File: src/rtl/pwri_pkg.sv
// package for the pwm register interface: offsets, fields, resets, timing
// assumes a 32-bit apb slave on a single 25 MHz clock
// Notes on behaviour
// - capture reads return the oldest fifo entry and pop it.
// - fifo empties on entering low power; host reads captures first.
// - counter write loads the running count for the current period only.
// - writing zero to the counter reloads it from the period.
// - period register is readable, writable, resolution wide, used as reload.
// - compare writes act at once; output follows on the next clock.
// - in dead-band mode every change of the first compare result restarts dead timing.
// - independent compare values for both outputs; the first serves both in dead-band mode.
// - 8-bit dead-time register holds dead-band counts minus one.
// - 8-bit kill-time register holds minimum killed counts.
// - control bit 7 enables; effect appears two clocks after the write.
// - fifo-full flag sets only when filling after a clear.
// - initialisation returns all registers, compare modes too, to defaults.
// - interrupt comes from status flags chosen by software mask.
// - period, dead-band, counter and control are readable and writable.
// - control bits 5:3 second compare mode, bits 2:0 first.
// - terminal count, compare and kill flags set on event, clear on read.
package pwri_pkg;
  localparam logic [7:0] ADDR_CONTROL  = 8'h00;
  localparam logic [7:0] ADDR_STATUS   = 8'h04;
  localparam logic [7:0] ADDR_MASK     = 8'h08;
  localparam logic [7:0] ADDR_COUNTER  = 8'h0c;
  localparam logic [7:0] ADDR_PERIOD   = 8'h10;
  localparam logic [7:0] ADDR_CMP1     = 8'h14;
  localparam logic [7:0] ADDR_CMP2     = 8'h18;
  localparam logic [7:0] ADDR_DEADTIME = 8'h1c;
  localparam logic [7:0] ADDR_KILLTIME = 8'h20;
  localparam logic [7:0] ADDR_CAPTURE  = 8'h24;
  localparam logic [7:0] ADDR_AUX      = 8'h28;
  localparam int CTRL_ENABLE_BIT = 7;
  localparam int CTRL_RESET_BIT  = 6;
  localparam int ST_CMP1  = 0;
  localparam int ST_CMP2  = 1;
  localparam int ST_TC    = 2;
  localparam int ST_FULL  = 3;
  localparam int ST_KILL  = 5;
  localparam int AUX_DEADBAND_BIT = 0;
  localparam int AUX_LOWPOWER_BIT = 1;
  localparam int AUX_FIFOCLR_BIT  = 2;
  localparam logic [2:0] CMP_LESS     = 3'h1;
  localparam logic [2:0] CMP_LESS_EQ  = 3'h2;
  localparam logic [2:0] CMP_EQUAL    = 3'h0;
  localparam logic [2:0] CMP_GREATER  = 3'h3;
  localparam logic [2:0] CMP_GREAT_EQ = 3'h4;
  localparam logic [7:0] RST_CONTROL  = 8'h09;
  localparam logic [5:0] RST_MASK     = 6'h04;
  localparam logic [15:0] RST_PERIOD  = 16'h00ff;
  localparam logic [15:0] RST_CMP1    = 16'h007f;
  localparam logic [15:0] RST_CMP2    = 16'h003f;
  localparam logic [7:0] RST_DEADTIME = 8'h00;
  localparam logic [7:0] RST_KILLTIME = 8'h00;
  localparam int ENABLE_DELAY_CYCLES = 2;
  typedef struct packed {
    logic        deadband_en;
    logic        kill_in;
    logic        capture_in;
  } pwri_hw_in_type;
  function automatic logic pwri_compare(input logic [2:0] mode,
                                        input logic [15:0] cnt,
                                        input logic [15:0] cmp);
    case (mode)
      CMP_LESS:     pwri_compare = cnt < cmp;
      CMP_LESS_EQ:  pwri_compare = cnt <= cmp;
      CMP_GREATER:  pwri_compare = cnt > cmp;
      CMP_GREAT_EQ: pwri_compare = cnt >= cmp;
      default:      pwri_compare = cnt == cmp;
    endcase
  endfunction
endpackage

File: src/rtl/pwri_capture_fifo.sv
// capture fifo: stores counter values, pops on read
// assumes push and pop come from logic on the same clock
`timescale 1ns/1ps
`default_nettype none
module pwri_capture_fifo
  import pwri_pkg::*;
#(
  parameter int WIDTH = 16,
  parameter int DEPTH = 4
) (
  input  wire logic             pclk,
  input  wire logic             presetn,
  input  wire logic             clear,
  input  wire logic             push,
  input  wire logic [WIDTH-1:0] push_data,
  input  wire logic             pop,
  output logic      [WIDTH-1:0] head,
  output logic                  empty,
  output logic                  full
);
  localparam int AW = $clog2(DEPTH);
  initial begin
    if (DEPTH < 2 || (DEPTH & (DEPTH - 1)) != 0)
      $error("depth must be a power of two");
  end
  logic [WIDTH-1:0] mem [DEPTH];
  logic [AW:0]      wr_ptr;
  logic [AW:0]      rd_ptr;
  logic             do_push;
  logic             do_pop;
  assign empty   = wr_ptr == rd_ptr;
  assign full    = (wr_ptr[AW] != rd_ptr[AW]) &&
                   (wr_ptr[AW-1:0] == rd_ptr[AW-1:0]);
  assign do_pop  = pop && !empty;
  assign do_push = push && (!full || do_pop);
  assign head    = mem[rd_ptr[AW-1:0]];
  always_ff @(posedge pclk) begin
    if (do_push) begin
      mem[wr_ptr[AW-1:0]] <= push_data;
    end
  end
  always_ff @(posedge pclk or negedge presetn) begin
    if (!presetn) begin
      wr_ptr <= '0;
      rd_ptr <= '0;
    end else if (clear) begin
      wr_ptr <= '0;
      rd_ptr <= '0;
    end else begin
      if (do_push) begin
        wr_ptr <= wr_ptr + 1'b1;
      end
      if (do_pop) begin
        rd_ptr <= rd_ptr + 1'b1;
      end
    end
  end
endmodule
`default_nettype wire

File: src/rtl/pwri_core.sv
// counter and compare core of the pwm
// assumes enable is already the delayed enable from the register side
`timescale 1ns/1ps
`default_nettype none
module pwri_core
  import pwri_pkg::*;
#(
  parameter int WIDTH = 8
) (
  input  wire logic             pclk,
  input  wire logic             presetn,
  input  wire logic             enable,
  input  wire logic             soft_reset,
  input  wire logic             cnt_load,
  input  wire logic [WIDTH-1:0] cnt_value,
  input  wire logic [WIDTH-1:0] period,
  input  wire logic [WIDTH-1:0] cmp1,
  input  wire logic [WIDTH-1:0] cmp2,
  input  wire logic [2:0]       mode1,
  input  wire logic [2:0]       mode2,
  output logic      [WIDTH-1:0] count,
  output logic                  tc,
  output logic                  raw1,
  output logic                  raw2
);
  logic [15:0] cnt_wide;
  assign cnt_wide = 16'(count);
  assign tc = enable && (count == '0);
  // combinational compare so a new compare value acts at once
  assign raw1 = pwri_compare(mode1, cnt_wide, 16'(cmp1));
  assign raw2 = pwri_compare(mode2, cnt_wide, 16'(cmp2));
  // down counter reloading from period at terminal count
  always_ff @(posedge pclk or negedge presetn) begin
    if (!presetn) begin
      count <= '0;
    end else if (soft_reset) begin
      count <= period;
    end else if (cnt_load) begin
      count <= (cnt_value == '0) ? period : cnt_value;
    end else if (enable) begin
      count <= (count == '0) ? period : count - 1'b1;
    end
  end
endmodule
`default_nettype wire

File: src/rtl/pwri_top.sv
// apb register side of an 8/16-bit pwm with capture fifo and dead band
// assumes an apb master on pclk; capture, kill and low power are same-clock
`timescale 1ns/1ps
`default_nettype none
module pwri_top
  import pwri_pkg::*;
#(
  parameter int WIDTH      = 8,
  parameter int FIFO_DEPTH = 4
) (
  input  wire logic        pclk,
  input  wire logic        presetn,
  input  wire logic        psel,
  input  wire logic        penable,
  input  wire logic        pwrite,
  input  wire logic [7:0]  paddr,
  input  wire logic [31:0] pwdata,
  output logic      [31:0] prdata,
  output logic             pready,
  output logic             pslverr,
  input  wire logic        capture_in,
  input  wire logic        kill_in,
  input  wire logic        sleep_req,
  output logic             pwm1,
  output logic             pwm2,
  output logic             irq
);
  initial begin
    if (WIDTH != 8 && WIDTH != 16)
      $error("width must be 8 or 16");
  end
  logic [7:0]       control;
  logic [5:0]       status;
  logic [5:0]       mask;
  logic [WIDTH-1:0] period;
  logic [WIDTH-1:0] cmp1;
  logic [WIDTH-1:0] cmp2;
  logic [7:0]       dead_time;
  logic [7:0]       kill_time;
  logic [2:0]       aux;
  logic             en_stage;
  logic             enable_eff;
  logic             armed;
  logic             cap_prev;
  logic             raw1;
  logic             raw2;
  logic             tc;
  logic [WIDTH-1:0] count;
  logic [WIDTH-1:0] fifo_head;
  logic             fifo_empty;
  logic             fifo_full;
  logic             raw1_q;
  logic             raw2_q;
  logic [7:0]       db_cnt;
  logic [8:0]       kill_cnt;
  logic             killed;
  logic             sleep_prev;
  logic             wr;
  logic             rd;
  logic             fifo_clear;
  logic             cnt_load;
  logic             cap_pop;
  logic [5:0]       events;
  logic [31:0]      next_prdata;
  assign wr  = psel && penable && pwrite;
  assign rd  = psel && penable && !pwrite;
  assign enable_eff = en_stage;
  assign cnt_load   = wr && (paddr == ADDR_COUNTER);
  assign cap_pop    = rd && (paddr == ADDR_CAPTURE);
  assign fifo_clear = (sleep_req && !sleep_prev) ||
                      (wr && paddr == ADDR_AUX &&
                       pwdata[AUX_FIFOCLR_BIT]);
  // registers, reset to their configured values
  always_ff @(posedge pclk or negedge presetn) begin
    if (!presetn) begin
      control   <= RST_CONTROL;
      mask      <= RST_MASK;
      period    <= RST_PERIOD[WIDTH-1:0];
      cmp1      <= RST_CMP1[WIDTH-1:0];
      cmp2      <= RST_CMP2[WIDTH-1:0];
      dead_time <= RST_DEADTIME;
      kill_time <= RST_KILLTIME;
      aux       <= '0;
    end else if (wr) begin
      case (paddr)
        ADDR_CONTROL:  control   <= pwdata[7:0];
        ADDR_MASK:     mask      <= pwdata[5:0];
        ADDR_PERIOD:   period    <= pwdata[WIDTH-1:0];
        ADDR_CMP1:     cmp1      <= pwdata[WIDTH-1:0];
        ADDR_CMP2:     cmp2      <= pwdata[WIDTH-1:0];
        ADDR_DEADTIME: dead_time <= pwdata[7:0];
        ADDR_KILLTIME: kill_time <= pwdata[7:0];
        ADDR_AUX:      aux       <= {1'b0, pwdata[1:0]};
        default: ;
      endcase
    end
  end
  // one stage here plus the output register make the two clocks
  always_ff @(posedge pclk or negedge presetn) begin
    if (!presetn) begin
      en_stage <= 1'b0;
    end else begin
      en_stage <= control[CTRL_ENABLE_BIT];
    end
  end
  pwri_core #(
    .WIDTH (WIDTH)
  ) pwri_core_inst (
    .pclk       (pclk),
    .presetn    (presetn),
    .enable     (enable_eff),
    .soft_reset (control[CTRL_RESET_BIT]),
    .cnt_load   (cnt_load),
    .cnt_value  (pwdata[WIDTH-1:0]),
    .period     (period),
    .cmp1       (cmp1),
    .cmp2       (cmp2),
    .mode1      (control[2:0]),
    .mode2      (control[5:3]),
    .count      (count),
    .tc         (tc),
    .raw1       (raw1),
    .raw2       (raw2)
  );
  pwri_capture_fifo #(
    .WIDTH (WIDTH),
    .DEPTH (FIFO_DEPTH)
  ) pwri_capture_fifo_inst (
    .pclk      (pclk),
    .presetn   (presetn),
    .clear     (fifo_clear),
    .push      (enable_eff && capture_in && !cap_prev),
    .push_data (count),
    .pop       (cap_pop),
    .head      (fifo_head),
    .empty     (fifo_empty),
    .full      (fifo_full)
  );
  // capture edge, sleep edge and full-flag arming
  always_ff @(posedge pclk or negedge presetn) begin
    if (!presetn) begin
      cap_prev   <= 1'b0;
      sleep_prev <= 1'b0;
      armed      <= 1'b0;
    end else begin
      cap_prev   <= capture_in;
      sleep_prev <= sleep_req;
      if (fifo_clear) begin
        armed <= 1'b1;
      end
    end
  end
  // minimum-time kill hold
  always_ff @(posedge pclk or negedge presetn) begin
    if (!presetn) begin
      kill_cnt <= '0;
    end else if (kill_in) begin
      kill_cnt <= {1'b0, kill_time};
    end else if (kill_cnt != '0) begin
      kill_cnt <= kill_cnt - 1'b1;
    end
  end
  assign killed = kill_in || (kill_cnt != '0);
  // dead band timer restarts on any level change of the first compare result
  always_ff @(posedge pclk or negedge presetn) begin
    if (!presetn) begin
      raw1_q <= 1'b0;
      raw2_q <= 1'b0;
      db_cnt <= '0;
    end else begin
      raw1_q <= raw1 && enable_eff;
      raw2_q <= raw2 && enable_eff;
      if (aux[AUX_DEADBAND_BIT] && ((raw1 && enable_eff) != raw1_q)) begin
        db_cnt <= dead_time;
      end else if (db_cnt != '0) begin
        db_cnt <= db_cnt - 1'b1;
      end
    end
  end
  // outputs registered: compare result shows one clock later
  always_ff @(posedge pclk or negedge presetn) begin
    if (!presetn) begin
      pwm1 <= 1'b0;
      pwm2 <= 1'b0;
    end else if (!enable_eff || killed) begin
      pwm1 <= 1'b0;
      pwm2 <= 1'b0;
    end else if (aux[AUX_DEADBAND_BIT]) begin
      pwm1 <= raw1 && (db_cnt == '0) && raw1_q;
      pwm2 <= !raw1 && (db_cnt == '0) && !raw1_q;
    end else begin
      pwm1 <= raw1;
      pwm2 <= raw2;
    end
  end
  assign events = {killed, 1'b0, 1'b0, tc,
                   raw2 && !raw2_q && enable_eff,
                   raw1 && !raw1_q && enable_eff};
  // status: sticky except the full bit, clear on read, set wins over clear
  always_ff @(posedge pclk or negedge presetn) begin
    if (!presetn) begin
      status <= '0;
    end else begin
      // clear at the edge that latches prdata, so no event slips between
      if (psel && !penable && !pwrite && paddr == ADDR_STATUS) begin
        status <= events;
      end else begin
        status <= status | events;
      end
      status[ST_FULL] <= armed && fifo_full;
    end
  end
  always_ff @(posedge pclk or negedge presetn) begin
    if (!presetn) begin
      irq <= 1'b0;
    end else begin
      irq <= |(status & mask);
    end
  end
  always_comb begin
    next_prdata = '0;
    case (paddr)
      ADDR_CONTROL:  next_prdata[7:0] = control;
      ADDR_STATUS:   next_prdata[5:0] = status;
      ADDR_MASK:     next_prdata[5:0] = mask;
      ADDR_COUNTER:  next_prdata[WIDTH-1:0] = count;
      ADDR_PERIOD:   next_prdata[WIDTH-1:0] = period;
      ADDR_CMP1:     next_prdata[WIDTH-1:0] = cmp1;
      ADDR_CMP2:     next_prdata[WIDTH-1:0] = cmp2;
      ADDR_DEADTIME: next_prdata[7:0] = dead_time;
      ADDR_KILLTIME: next_prdata[7:0] = kill_time;
      ADDR_CAPTURE:  next_prdata[WIDTH-1:0] =
                       fifo_empty ? '0 : fifo_head;
      ADDR_AUX:      next_prdata[3:0] = {fifo_empty, aux};
      default:       next_prdata = '0;
    endcase
  end
  // apb answer: ready one cycle after setup, in the first cycle of the access phase
  always_ff @(posedge pclk or negedge presetn) begin
    if (!presetn) begin
      pready  <= 1'b0;
      pslverr <= 1'b0;
      prdata  <= '0;
    end else begin
      pready  <= psel && !penable;
      pslverr <= psel && !penable && (paddr > ADDR_AUX || paddr[1:0] != 2'b00);
      if (psel && !penable) begin
        prdata <= next_prdata;
      end
    end
  end
endmodule
`default_nettype wire

File: config.mk
export PLATFORM = sky130hd
export DESIGN_NAME = pwri_top
export DESIGN_NICKNAME = d
export VERILOG_FILES = /design/src/rtl/pwri_pkg.sv /design/src/rtl/pwri_capture_fifo.sv /design/src/rtl/pwri_core.sv /design/src/rtl/pwri_top.sv
export SDC_FILE = /design/constraint.sdc
export NUM_CORES = 1
export LEC_CHECK = 0
export BUFFER_PORTS_ARGS = -buffer_cell sky130_fd_sc_hd__buf_2
export CAP_MARGIN = 15
export CORE_UTILIZATION = 45
export DETAILED_ROUTE_END_ITERATION = 7
export MAX_ROUTING_LAYER = met4
export PLACE_DENSITY = 0.63
export SLEW_MARGIN = 20
export SYNTH_ARGS = -nofsm -noshare
export SYNTH_HDL_FRONTEND = slang
export SYNTH_SLANG_ARGS = --single-unit
File: constraint.sdc
create_clock -name pclk -period 3.7 [get_ports pclk]
set_input_delay 0.185 -clock pclk [delete_from_list [all_inputs] [get_ports pclk]]
set_output_delay 0.185 -clock pclk [all_outputs]
set_load 0.05 [all_outputs]
==> results.py, run 1 <==
metrics = {
    "floorplanning": {
        "ios": 85,
        "num_rows": 47,
        "coreArea_um2": 16800,
        "die_w_um": 134,
        "start_util": 0.465,
        "die_h_um": 134,
        "die-area_um2": 17900,
    },
    "global_route": {
        "antenna_found_initial": 0,
        "grt_remaining_overflow": 0,
        "first_global_vias": 5569,
        "grt_pass1_wl_mm": 31.9,
        "grt_usage": 0.249,
        "grt_max_degree": 68,
    },
    "synth": {
        "synth_area_um2": 7800,
        "synth_seq_cells": 143,
        "ys_top_cells_by_count": "dfrtp_1 (87), nand2_1 (62), mux2_2 (60)",
        "synthAdderAreaFrac": 0.0401,
        "syn_avg_cell_area_um2": 10.9,
        "yosysWarnings": 0,
        "synthTopCellsByArea": "dfrtp_1 (28%), edfxtp_1 (12%), mux2_2 (8.7%)",
        "synth-seq-area-share": 0.483,
        "yosys.area_share.xor_xnor": 0.0225,
        "synthArstFlopShare": 0.776,
        "synth_flop_cell": "dfrtp_1",
        "synth.top_cell.area_share": 0.279,
        "synth.area.mux_share": 0.132,
        "synthSimpleGateAreaFrac": 0.146,
        "synth_compound_area_frac": 0.117,
        "yosys.area.top_type": "dfrtp_1",
        "synth_cell_types": 75,
        "syn_inst": 712,
        "synth_top_family_by_area": "simple AND/OR/NAND/NOR gates",
        "synth-edff-count": 32,
        "yosysMostFrequentCell": "dfrtp_1",
    },
    "route": {
        "ant_nets": 0,
        "routed_wl_mm": 20.4,
        "drtIter0Drc": 579,
        "first_pass_iters": 5,
        "via_count": 5764,
        "wire_per_inst_um": 20.8,
        "viasPerCell": 5.87,
        "drcViolationCount": 0,
    },
    "placement": {
        "port_buffers": 36,
        "place_area_um2": 8090,
        "place_inst": 947,
        "gp_congestion": 0.939,
        "hpwl_mm": 14.4,
    },
    "layout": {
        "multi_input_area_um2": 3650,
        "fill_cells": 1484,
        "nets": 822,
        "final_core_util": 0.515,
        "finalNonFillerCells": 982,
        "stdcell_area_um2": 8630,
        "n_antenna_cell": 0,
        "drive_above_1_share": 0.238,
        "area_delta_synth_final_pct": 10.8,
        "register_area_um2": 3770,
    },
    "timing": {
        "finalSetupViolations": 0,
        "relSlewSlack": 0.421,
        "clock_skew_ns": 0.00671,
        "min_period_ns": 2.88,
        "fmax_mhz": 347,
        "worst_pin_slew_ns": 0.868,
        "fin_tns_setup_ns": 0,
        "min_period_over_period": 0.780,
        "finalHoldViolations": 0,
        "rsz0062_at_grt": "no",
        "final_max_slew_viol_count": 0,
    },
    "setup_path": {
        "slowest_stage": "dfrtp_1",
        "max_stage_delay_ns": 0.73,
        "path_buf_inv": 0,
        "rrSetupSlack_ns": 0.82,
        "worstSetupEndpointType": "register",
        "critPathTopFamily": "compound AO/OA/AOI/OAI gates",
        "cp.required_ns": 4.01,
        "cp-start-kind": "register",
        "crit_type": "reg -> reg",
        "r2r-start": "pwri_core_inst.count[2]",
        "cp.arrival_ns": 3.20,
        "path_max_fanout": 13,
        "crit_chain": "ha_1 -> o21ai_0 -> a21oi_1 -> o2111ai_1 -> a2111oi_0 -> a41o_1 -> or3_1 -> a32o_1",
        "crit_start": "pwri_core_inst.count[2]",
    },
    "power_and_ir_drop": {
        "power.density_nw_per_um2": 530,
        "switching_share": 0.317,
        "switchingPower_mw": 1.45,
        "vdd_drop_max_mv": 0.238,
        "seqPwrFrac": 0.429,
        "pwr-share-clk": 0.338,
        "p_leak_nw": 3.66,
        "pwr-share-comb": 0.232,
        "internal_power_mw": 3.13,
    },
    "cts": {
        "clkTransAtPathRegs_ns": 0.06,
        "cts-root-buf": "clkbuf_16",
        "cts_tree": "yes",
        "ctsResizeCount": 0,
        "cts_sinks": 143,
        "cts_buffers": 17,
        "clock_path_buffers": 2,
        "clk_latency_ns": 0.43,
        "cts_htree_levels": 4,
    },
    "status": {
        "outcome": "complete, no violations",
    },
    "hold_path": {
        "min-delay-path-class": "in -> reg",
        "min-delay-start": "kill_in",
    },
    "flow_run": {
        "cap_violations": 0,
    },
}
==> metal layers <==
| layer | share of wire | vias up | track usage | wire length [um] |
|---|---|---|---|---|
| met1 | 0.45 | 2874 | 0.330 | 9230 |
| li1 | - | 2611 | - | - |
| met5 | 0 | - | - | 0 |
| met2 | 0.45 | 241 | 0.372 | 9250 |
| met4 | 0.028 | 0 | 0.0979 | 563 |
| met3 | 0.068 | 38 | 0.0544 | 1390 |
==> cell families after synthesis <==
family	count (synthesis)
DFF	143
adders and majority gates	25
AOI/OAI and AO/OA	138
other	1
muxes	80
xor gates and xnor gates	20
and+or+nand+nor	215
buffers and inverters	90
==> layout by cell type, fill, tap and decap left out, types with 6 or more instances in the layout <==
cell       netlist  final
o21ai_0         33     33
inv_1           35     35
a22o_1           6      6
ha_1            25     25
mux2_2          60     60
nand4_1          8      8
dfrtp_1         87     87
or3_1            6      6
xnor2_1         15     15
nor3b_1          7      7
and2_1           8      8
a21oi_1         42     42
edfxtp_1        32     32
mux4_2          12     12
nand2_1         62     62
buf_2            7     35
mux2i_1          8      8
clkbuf_1        16      6
buf_4           27     11
clkbuf_16        0     17
nor2b_1          8      8
nand2b_1        11     11
dfstp_2         24     24
nor3_1          15     15
nand3_1         11     11
conb_1           1     24
nor2_1          50     50
==> power by group through the flow <==
stage	logic [mW]	registers [mW]	clock network (mW)
global route	1.18	1.98	1.64
finish	1.06	1.97	1.55
CTS	1.06	1.96	1.57
detailed placement	1.04	1.99	0
floorplan	0.786	1.96	0
global placement	1.01	1.98	0
==> stage by stage <==
step | setup slack, ns | total power [mW] | hold WS, ns
after CTS | 0.865 | 4.59 | 0.132
final | 0.815 | 4.58 | 0.149
after global routing | 0.643 | 4.80 | 0.169
after detailed placement | 0.880 | 3.03 | 0.316
after floorplan | 1.21 | 2.74 | -0.111
after global placement | 0.917 | 2.99 | 0.308
==> worst reg2reg max path, delay by kind of cell (launching register included) <==
kind                       cells  cell delay [ns]
adders and majority gates      1             0.37
and+or+nand+nor                1             0.34
AOI/OAI and AO/OA              6             1.34
DFF                            1             0.73
==> sequential cells by signal, summed over array words and instances, names as in the netlist, 8 cells and up <==
| register | cells |
|---|---|
| period | 8 |
| kill_time | 8 |
| kill_cnt | 9 |
| control | 8 |
| pwri_capture_fifo_inst.mem | 32 |
| cmp1 | 8 |
| db_cnt | 8 |
| dead_time | 8 |
| cmp2 | 8 |
| pwri_core_inst.count | 8 |
| prdata | 8 |
==> repair_timing <==
action / 4_1_cts / 5_1_grt
buffers inserted: 0 / 0
hold buffers: 3 / 0
hold endpoints to repair: 63 / 0
endpoints found under the setup margin: 0 / 0
==> worst paths after layout <==
path,cells after the start,endpoint
max in group asynchronous,3,cmp1[6]
worst max register to register,8,status[1]
worst min-delay path,3,kill_cnt[2]
min in group asynchronous,2,kill_cnt[4]
worst max-delay path,8,status[1]
worst min register to register,0,en_stage
==> final cells by class <==
cell class	count	share of cell area
well taps	220	0.0319
inverters	36	0.0156
flip-flops and latches	143	0.436
multi-input cells	502	0.423
clock inverters	9	0.00797
repair buffers	49	0.0333
clock buffers	23	0.0519
Note: power is estimated with default switching activity, not from simulation.
==> run 2, diff against run 1 <==
==> constraint.sdc (replaced) <==
create_clock -name pclk -period 2.91 [get_ports pclk]
set_input_delay 0.1455 -clock pclk [delete_from_list [all_inputs] [get_ports pclk]]
set_output_delay 0.1455 -clock pclk [all_outputs]
set_load 0.05 [all_outputs]
==> run 2 against run 1 <==
Design area increased by 2.2%. Cell count increased by 1.3%. Maximum frequency increased by 5.5%. Largest cell class unchanged.
==> results.py, run 2 (synthesized netlist as in run 1, its figures left out) <==
metrics = {
    "route": {
        "first_pass_iters": 5,
        "via_count": 5807,
        "routed_wl_mm": 20.3,
        "ant_nets": 0,
        "drcViolationCount": 0,
        "wire_per_inst_um": 20.4,
        "viasPerCell": 5.84,
        "drtIter0Drc": 636,
    },
    "timing": {
        "finalHoldViolations": 0,
        "fmax_mhz": 366,
        "min_period_ns": 2.74,
        "relSlewSlack": 0.570,
        "hold_ws_ns": 0.0967,
        "finalSetupViolations": 0,
        "min_period_over_period": 0.940,
        "worst_pin_slew_ns": 0.629,
        "rsz0062_at_grt": "no",
        "clock_skew_ns": 0.00828,
        "fin_tns_setup_ns": 0,
        "final_max_slew_viol_count": 0,
    },
    "setup_path": {
        "crit_chain": "inv_1 -> ha_1 -> nor2b_1 -> o211ai_1 -> a21oi_1 -> o31ai_1 -> nand4_1 -> o211ai_2 -> buf_4 -> mux2_2",
        "cp.arrival_ns": 3.05,
        "cp-start-kind": "register",
        "crit_type": "reg -> reg",
        "r2r_cells": 10,
        "path_max_fanout": 8,
        "worstSetupEndpointType": "register",
        "max_stage_delay_ns": 0.56,
        "cp.required_ns": 3.22,
        "slowest_stage": "dfstp_2",
    },
    "cts": {
        "clock_path_buffers": 2,
        "cts_sinks": 143,
        "cts_htree_levels": 4,
        "cts-root-buf": "clkbuf_16",
        "clkTransAtPathRegs_ns": 0.06,
        "cts_buffers": 17,
        "cts_setup_buffers": 0,
        "clk_latency_ns": 0.43,
        "cts_tree": "yes",
    },
    "layout": {
        "final_cell_mix": "dfrtp_1 (87), nand2_1 (62), mux2_2 (60), nor2_1 (50), a21oi_1 (42)",
        "final_common_cell": "dfrtp_1",
        "nets": 835,
        "n_antenna_cell": 0,
        "stdcell_area_um2": 8830,
        "area_delta_synth_final_pct": 13.2,
        "drive_above_1_share": 0.262,
        "largest_reg_flops": 32,
    },
    "floorplanning": {
        "ios": 85,
        "die_h_um": 134,
        "num_rows": 47,
        "die_w_um": 134,
        "coreArea_um2": 16800,
        "start_util": 0.465,
        "die-area_um2": 17900,
    },
    "global_route": {
        "grt_max_degree": 72,
        "antenna_found_initial": 0,
        "grt_usage": 0.247,
        "grt_remaining_overflow": 0,
        "first_global_vias": 5648,
        "grt_pass1_wl_mm": 31.8,
    },
    "status": {
        "outcome": "complete, no violations",
    },
    "placement": {
        "hpwl_mm": 14.8,
        "port_buffers": 36,
        "place_area_um2": 8200,
        "gp_congestion": 0.971,
    },
    "power_and_ir_drop": {
        "p_leak_nw": 3.77,
        "internal_power_mw": 4.19,
        "seqPwrFrac": 0.399,
        "pwr-share-clk": 0.359,
        "switching_share": 0.309,
        "vdd_drop_max_mv": 0.385,
        "switchingPower_mw": 1.87,
        "pwr-share-comb": 0.242,
        "power.density_nw_per_um2": 687,
    },
    "hold_path": {
        "min-delay-path-class": "in -> reg",
        "whs_path_depth": 2,
    },
    "flow_run": {
        "cap_violations": 0,
    },
}
run 2: final cells by class:
cell class              count  area [um^2]
flip-flops and latches    143         3770
well taps                 220          275
repair buffers             62          398
inverters                  36          135
fillers                  1476         7930
clock buffers              23          519
clock inverters             9         78.8
multi-input cells         502         3650
run 2: power by group through the flow:
stage	Clock, mW	Sequential [mW]	Combinational [mW]
after floorplan	0	2.49	0.999
after global placement	0	2.44	1.38
after detailed placement	0	2.45	1.45
after CTS	2.21	2.42	1.47
after global routing	2.29	2.44	1.63
final	2.18	2.42	1.47
run 2: stage by stage:
stage / total power [mW] / std cells / worst slack, ns / utilization
2_1_floorplan: 3.49 / 735 / 0.416 / -
3_3_place_gp: 3.83 / 960 / 0.319 / 0.489
6_report: 6.07 / 995 / 0.175 / 0.527
3_5_place_dp: 3.90 / 960 / 0.218 / 0.489
5_1_grt: 6.36 / 995 / 0.00880 / 0.527
4_1_cts: 6.09 / 995 / 0.175 / 0.527
run 2: path summary, 6_finish.rpt:
check | startpoint | endpoint | slack, ns
max | cmp1[1] | db_cnt[2] | 0.17
min | kill_in | kill_cnt[8] | 0.1
max reg2reg | cmp1[1] | db_cnt[2] | 0.17
min reg2reg | armed | armed | 0.47
max in group asynchronous | presetn | period[3] | 1.85
min in group asynchronous | presetn | kill_cnt[0] | 0.25
run 2: layer usage:
metal  part of all wire  routed length (um)  vias to the layer above  global-route usage
li1                   -                   -                     2635                   -
met4              0.022                 446                        0              0.0953
met3              0.071                1450                       33              0.0544
met1               0.44                8940                     2881               0.330
met5                  0                   0                        -                   -
met2               0.47                9450                      258               0.367
run 2: worst max-delay path, delay by kind of cell, from the launching register on:
family	cells	cell delay (ns)
AO/OA/AOI/OAI	4	0.83
AND/OR/NAND/NOR	2	0.31
adder cells (fa/ha/maj)	1	0.31
multiplexers	1	0.36
flip-flops	1	0.56
buffers and inverters	2	0.26
run 2: timing repair:
action | CTS | global route
hold endpoints to repair | 36 | 0
resized for setup | 0 | 0
hold buffers | 3 | 0
==> run 3, diff against run 2 <==
--- a/config.mk
+++ b/config.mk
@@ -5,6 +5,7 @@
 export SDC_FILE = /design/constraint.sdc
 export NUM_CORES = 1
 export LEC_CHECK = 0
+export ABC_AREA = 1
 export BUFFER_PORTS_ARGS = -buffer_cell sky130_fd_sc_hd__buf_2
 export CAP_MARGIN = 15
 export CORE_UTILIZATION = 45
==> run 3 against run 2 <==
Combinational power is 21% lower. Flip-flop and latch count unchanged. Worst setup slack better by 0.26 ns. Synthesized cell count increased by 25%. Cell count up 18%. Critical path depth rose by 5. First-iteration DRC count decreased by 7.7%. Clock-buffer cell count stayed put. Clock skew down 0.00079 ns. Largest cell class unchanged.
==> results.py, run 3 <==
metrics = {
    "power_and_ir_drop": {
        "p_total_mw": 5.81,
        "p_leak_nw": 3.89,
        "power.density_nw_per_um2": 673,
        "pwr-share-comb": 0.199,
        "internal_power_mw": 4.07,
        "seqPwrFrac": 0.420,
        "vdd_drop_max_mv": 0.343,
        "switching_share": 0.299,
        "pwr-share-clk": 0.380,
        "switchingPower_mw": 1.74,
    },
    "timing": {
        "final_max_slew_viol_count": 0,
        "fmax_mhz": 405,
        "worst_slack_ns": 0.439,
        "finalSetupViolations": 0,
        "min_period_over_period": 0.849,
        "hold_ws_ns": 0.0493,
        "relSlewSlack": 0.540,
        "clock_skew_ns": 0.00748,
        "finalHoldViolations": 0,
        "rsz0062_at_grt": "no",
        "worst_pin_slew_ns": 0.690,
        "fin_tns_setup_ns": 0,
        "min_period_ns": 2.47,
    },
    "setup_path": {
        "crit_chain": "inv_1 -> ha_1 -> nand2_1 -> nor2_1 -> nand4_1 -> nand3_1 -> nand2_1 -> inv_1 -> nor2_1 -> nand2_2 -> nand3_2 -> nand2_1 -> nand3_2 -> nand2_1 -> o21ai_1",
        "rrSetupSlack_ns": 0.44,
        "cp.arrival_ns": 2.77,
        "slowest_stage": "dfstp_2",
        "crit_top_cell": "nand2_1",
        "crit_type": "reg -> reg",
        "cp.required_ns": 3.21,
        "r2r-start": "cmp1[6]",
        "cp-start-kind": "register",
        "max_stage_delay_ns": 0.52,
        "r2r_cells": 15,
        "worstSetupEndpointType": "register",
        "path_max_fanout": 13,
        "r2r_end": "db_cnt[7]",
    },
    "route": {
        "wire_per_inst_um": 17.6,
        "drcViolationCount": 0,
        "routed_wl_mm": 20.8,
        "first_pass_iters": 6,
        "viasPerCell": 5.36,
        "via_count": 6313,
        "ant_nets": 0,
        "drtIter0Drc": 587,
    },
    "global_route": {
        "antenna_found_initial": 0,
        "grt_usage": 0.262,
        "grt_max_degree": 53,
        "first_global_vias": 6040,
        "grt_remaining_overflow": 0,
        "grt_pass1_wl_mm": 33.2,
    },
    "layout": {
        "final_cell_mix": "nand2_1 (184), inv_1 (113), o21ai_0 (105), dfrtp_1 (87), nor2_1 (62)",
        "largest_reg_flops": 32,
        "final_common_cell": "nand2_1",
        "drive_above_1_share": 0.140,
        "fill_cells": 1541,
        "nets": 1017,
        "n_antenna_cell": 0,
        "area_delta_synth_final_pct": 13.8,
    },
    "hold_path": {
        "min-delay-path-class": "in -> reg",
        "whs_path_depth": 3,
        "min-delay-start": "paddr[0]",
        "holdPathEnd": "pslverr",
    },
    "cts": {
        "clkTransAtPathRegs_ns": 0.06,
        "cts-root-buf": "clkbuf_16",
        "ctsResizeCount": 0,
        "clock_path_buffers": 2,
        "clk_latency_ns": 0.42,
        "cts_setup_buffers": 0,
        "cts_htree_levels": 4,
        "cts_sinks": 143,
        "cts_buffers": 17,
        "cts_tree": "yes",
    },
    "synth": {
        "synth_seq_cells": 143,
        "ys_top_cells_by_count": "nand2_1 (184), inv_1 (113), o21ai_0 (105)",
        "yosys.area.top_type": "dfrtp_1",
        "yosysMostFrequentCell": "nand2_1",
        "synth.top_cell.area_share": 0.287,
        "yosysWarnings": 0,
        "synth-seq-area-share": 0.497,
        "synth_area_um2": 7580,
        "synth_cell_types": 50,
        "synthArstFlopShare": 0.776,
        "syn_inst": 890,
        "synthTopCellsByArea": "dfrtp_1 (29%), edfxtp_1 (13%), nand2_1 (9.1%)",
        "syn_avg_cell_area_um2": 8.52,
        "synth_flop_cell": "dfrtp_1",
        "synth-edff-count": 32,
    },
    "floorplanning": {
        "num_rows": 47,
        "die_h_um": 132,
        "die_w_um": 132,
        "die-area_um2": 17400,
        "coreArea_um2": 16500,
        "start_util": 0.459,
        "ios": 85,
    },
    "placement": {
        "hpwl_mm": 15.1,
        "gp_congestion": 0.898,
        "place_ws_ns": 0.491,
        "port_buffers": 36,
    },
    "status": {
        "outcome": "complete, no violations",
    },
    "flow_run": {
        "cap_violations": 0,
    },
}
-- run 3: cell count changes after synthesis, sizes merged, moves of 9 or more --
cell	previous run	this run
and2	10	0
mux2	60	0
o22ai	5	28
nand2	62	187
nand3	13	30
buf	38	29
inv	35	124
mux4	12	0
nor2	50	68
xnor2	15	5
o21ai	33	121
nand2b	11	0
-- run 3: metal layers --
layer / GRT usage / vias up / part of all wire
met5: - / - / 0
met4: 0.0827 / 0 / 0.024
met3: 0.0592 / 40 / 0.063
met2: 0.392 / 222 / 0.45
met1: 0.353 / 3008 / 0.46
li1: - / 3043 / -
-- run 3: logic make-up after synthesis --
logic type                 after synthesis  share of synthesized area
and+or+nand+nor                        317                      0.183
other                                    1                   0.000494
AOI/OAI and AO/OA                      225                      0.169
xor gates and xnor gates                11                     0.0127
adders and majority gates               25                     0.0412
DFF                                    143                      0.497
buffers and inverters                  168                     0.0970
-- run 3: power by group through the flow --
stage | Sequential, mW | Clock [mW] | Combinational, mW
CTS | 2.44 | 2.24 | 1.16
floorplan | 2.42 | 0 | 0.866
global route | 2.47 | 2.34 | 1.34
finish | 2.44 | 2.21 | 1.16
detailed placement | 2.47 | 0 | 1.14
global placement | 2.47 | 0 | 1.11
-- run 3: how the worst max path moves through the flow --
stage | to | slack [ns] | from
final | db_cnt[7] | 0.44 | cmp1[6]
after global routing | db_cnt[5] | 0.18 | pwri_core_inst.count[7]
after CTS | db_cnt[7] | 0.45 | pwri_core_inst.count[7]
after detailed placement | db_cnt[7] | 0.49 | cmp1[6]
after global placement | db_cnt[1] | 0.56 | cmp1[6]
after floorplan | db_cnt[1] | 0.84 | cmp1[6]
-- run 3: layout make-up --
cell class | instances | area, um^2 | share of cell area
clock buffer | 23 | 499 | 0.0578
multi-input combinational | 602 | 3170 | 0.367
clock inverter | 9 | 105 | 0.0122
timing repair buffer | 54 | 345 | 0.0400
tap | 220 | 275 | 0.0319
inverter | 126 | 473 | 0.0548
sequential | 143 | 3770 | 0.437
-- run 3: timing repair --
action,4_1_cts,5_1_grt
setup endpoints to repair,0,0
hold buffers,6,0
hold endpoints to repair,43,0
-- run 3: stage by stage --
stage                     instances  utilization  instance area (um^2)
after floorplan                 913            -                  7670
after global placement         1139        0.482                  7970
after detailed placement       1139        0.482                  7970
after CTS                      1177        0.522                  8630
after global routing           1177        0.522                  8630
final                          1177        0.522                  8630
-- run 3: critical path: cells and delay by family, from the launching register on --
family	cells	cell delay, ns
and+or+nand+nor	11	1.34
adders and majority gates	1	0.27
DFF	1	0.52
buffers and inverters	2	0.12
AOI/OAI and AO/OA	1	0.07
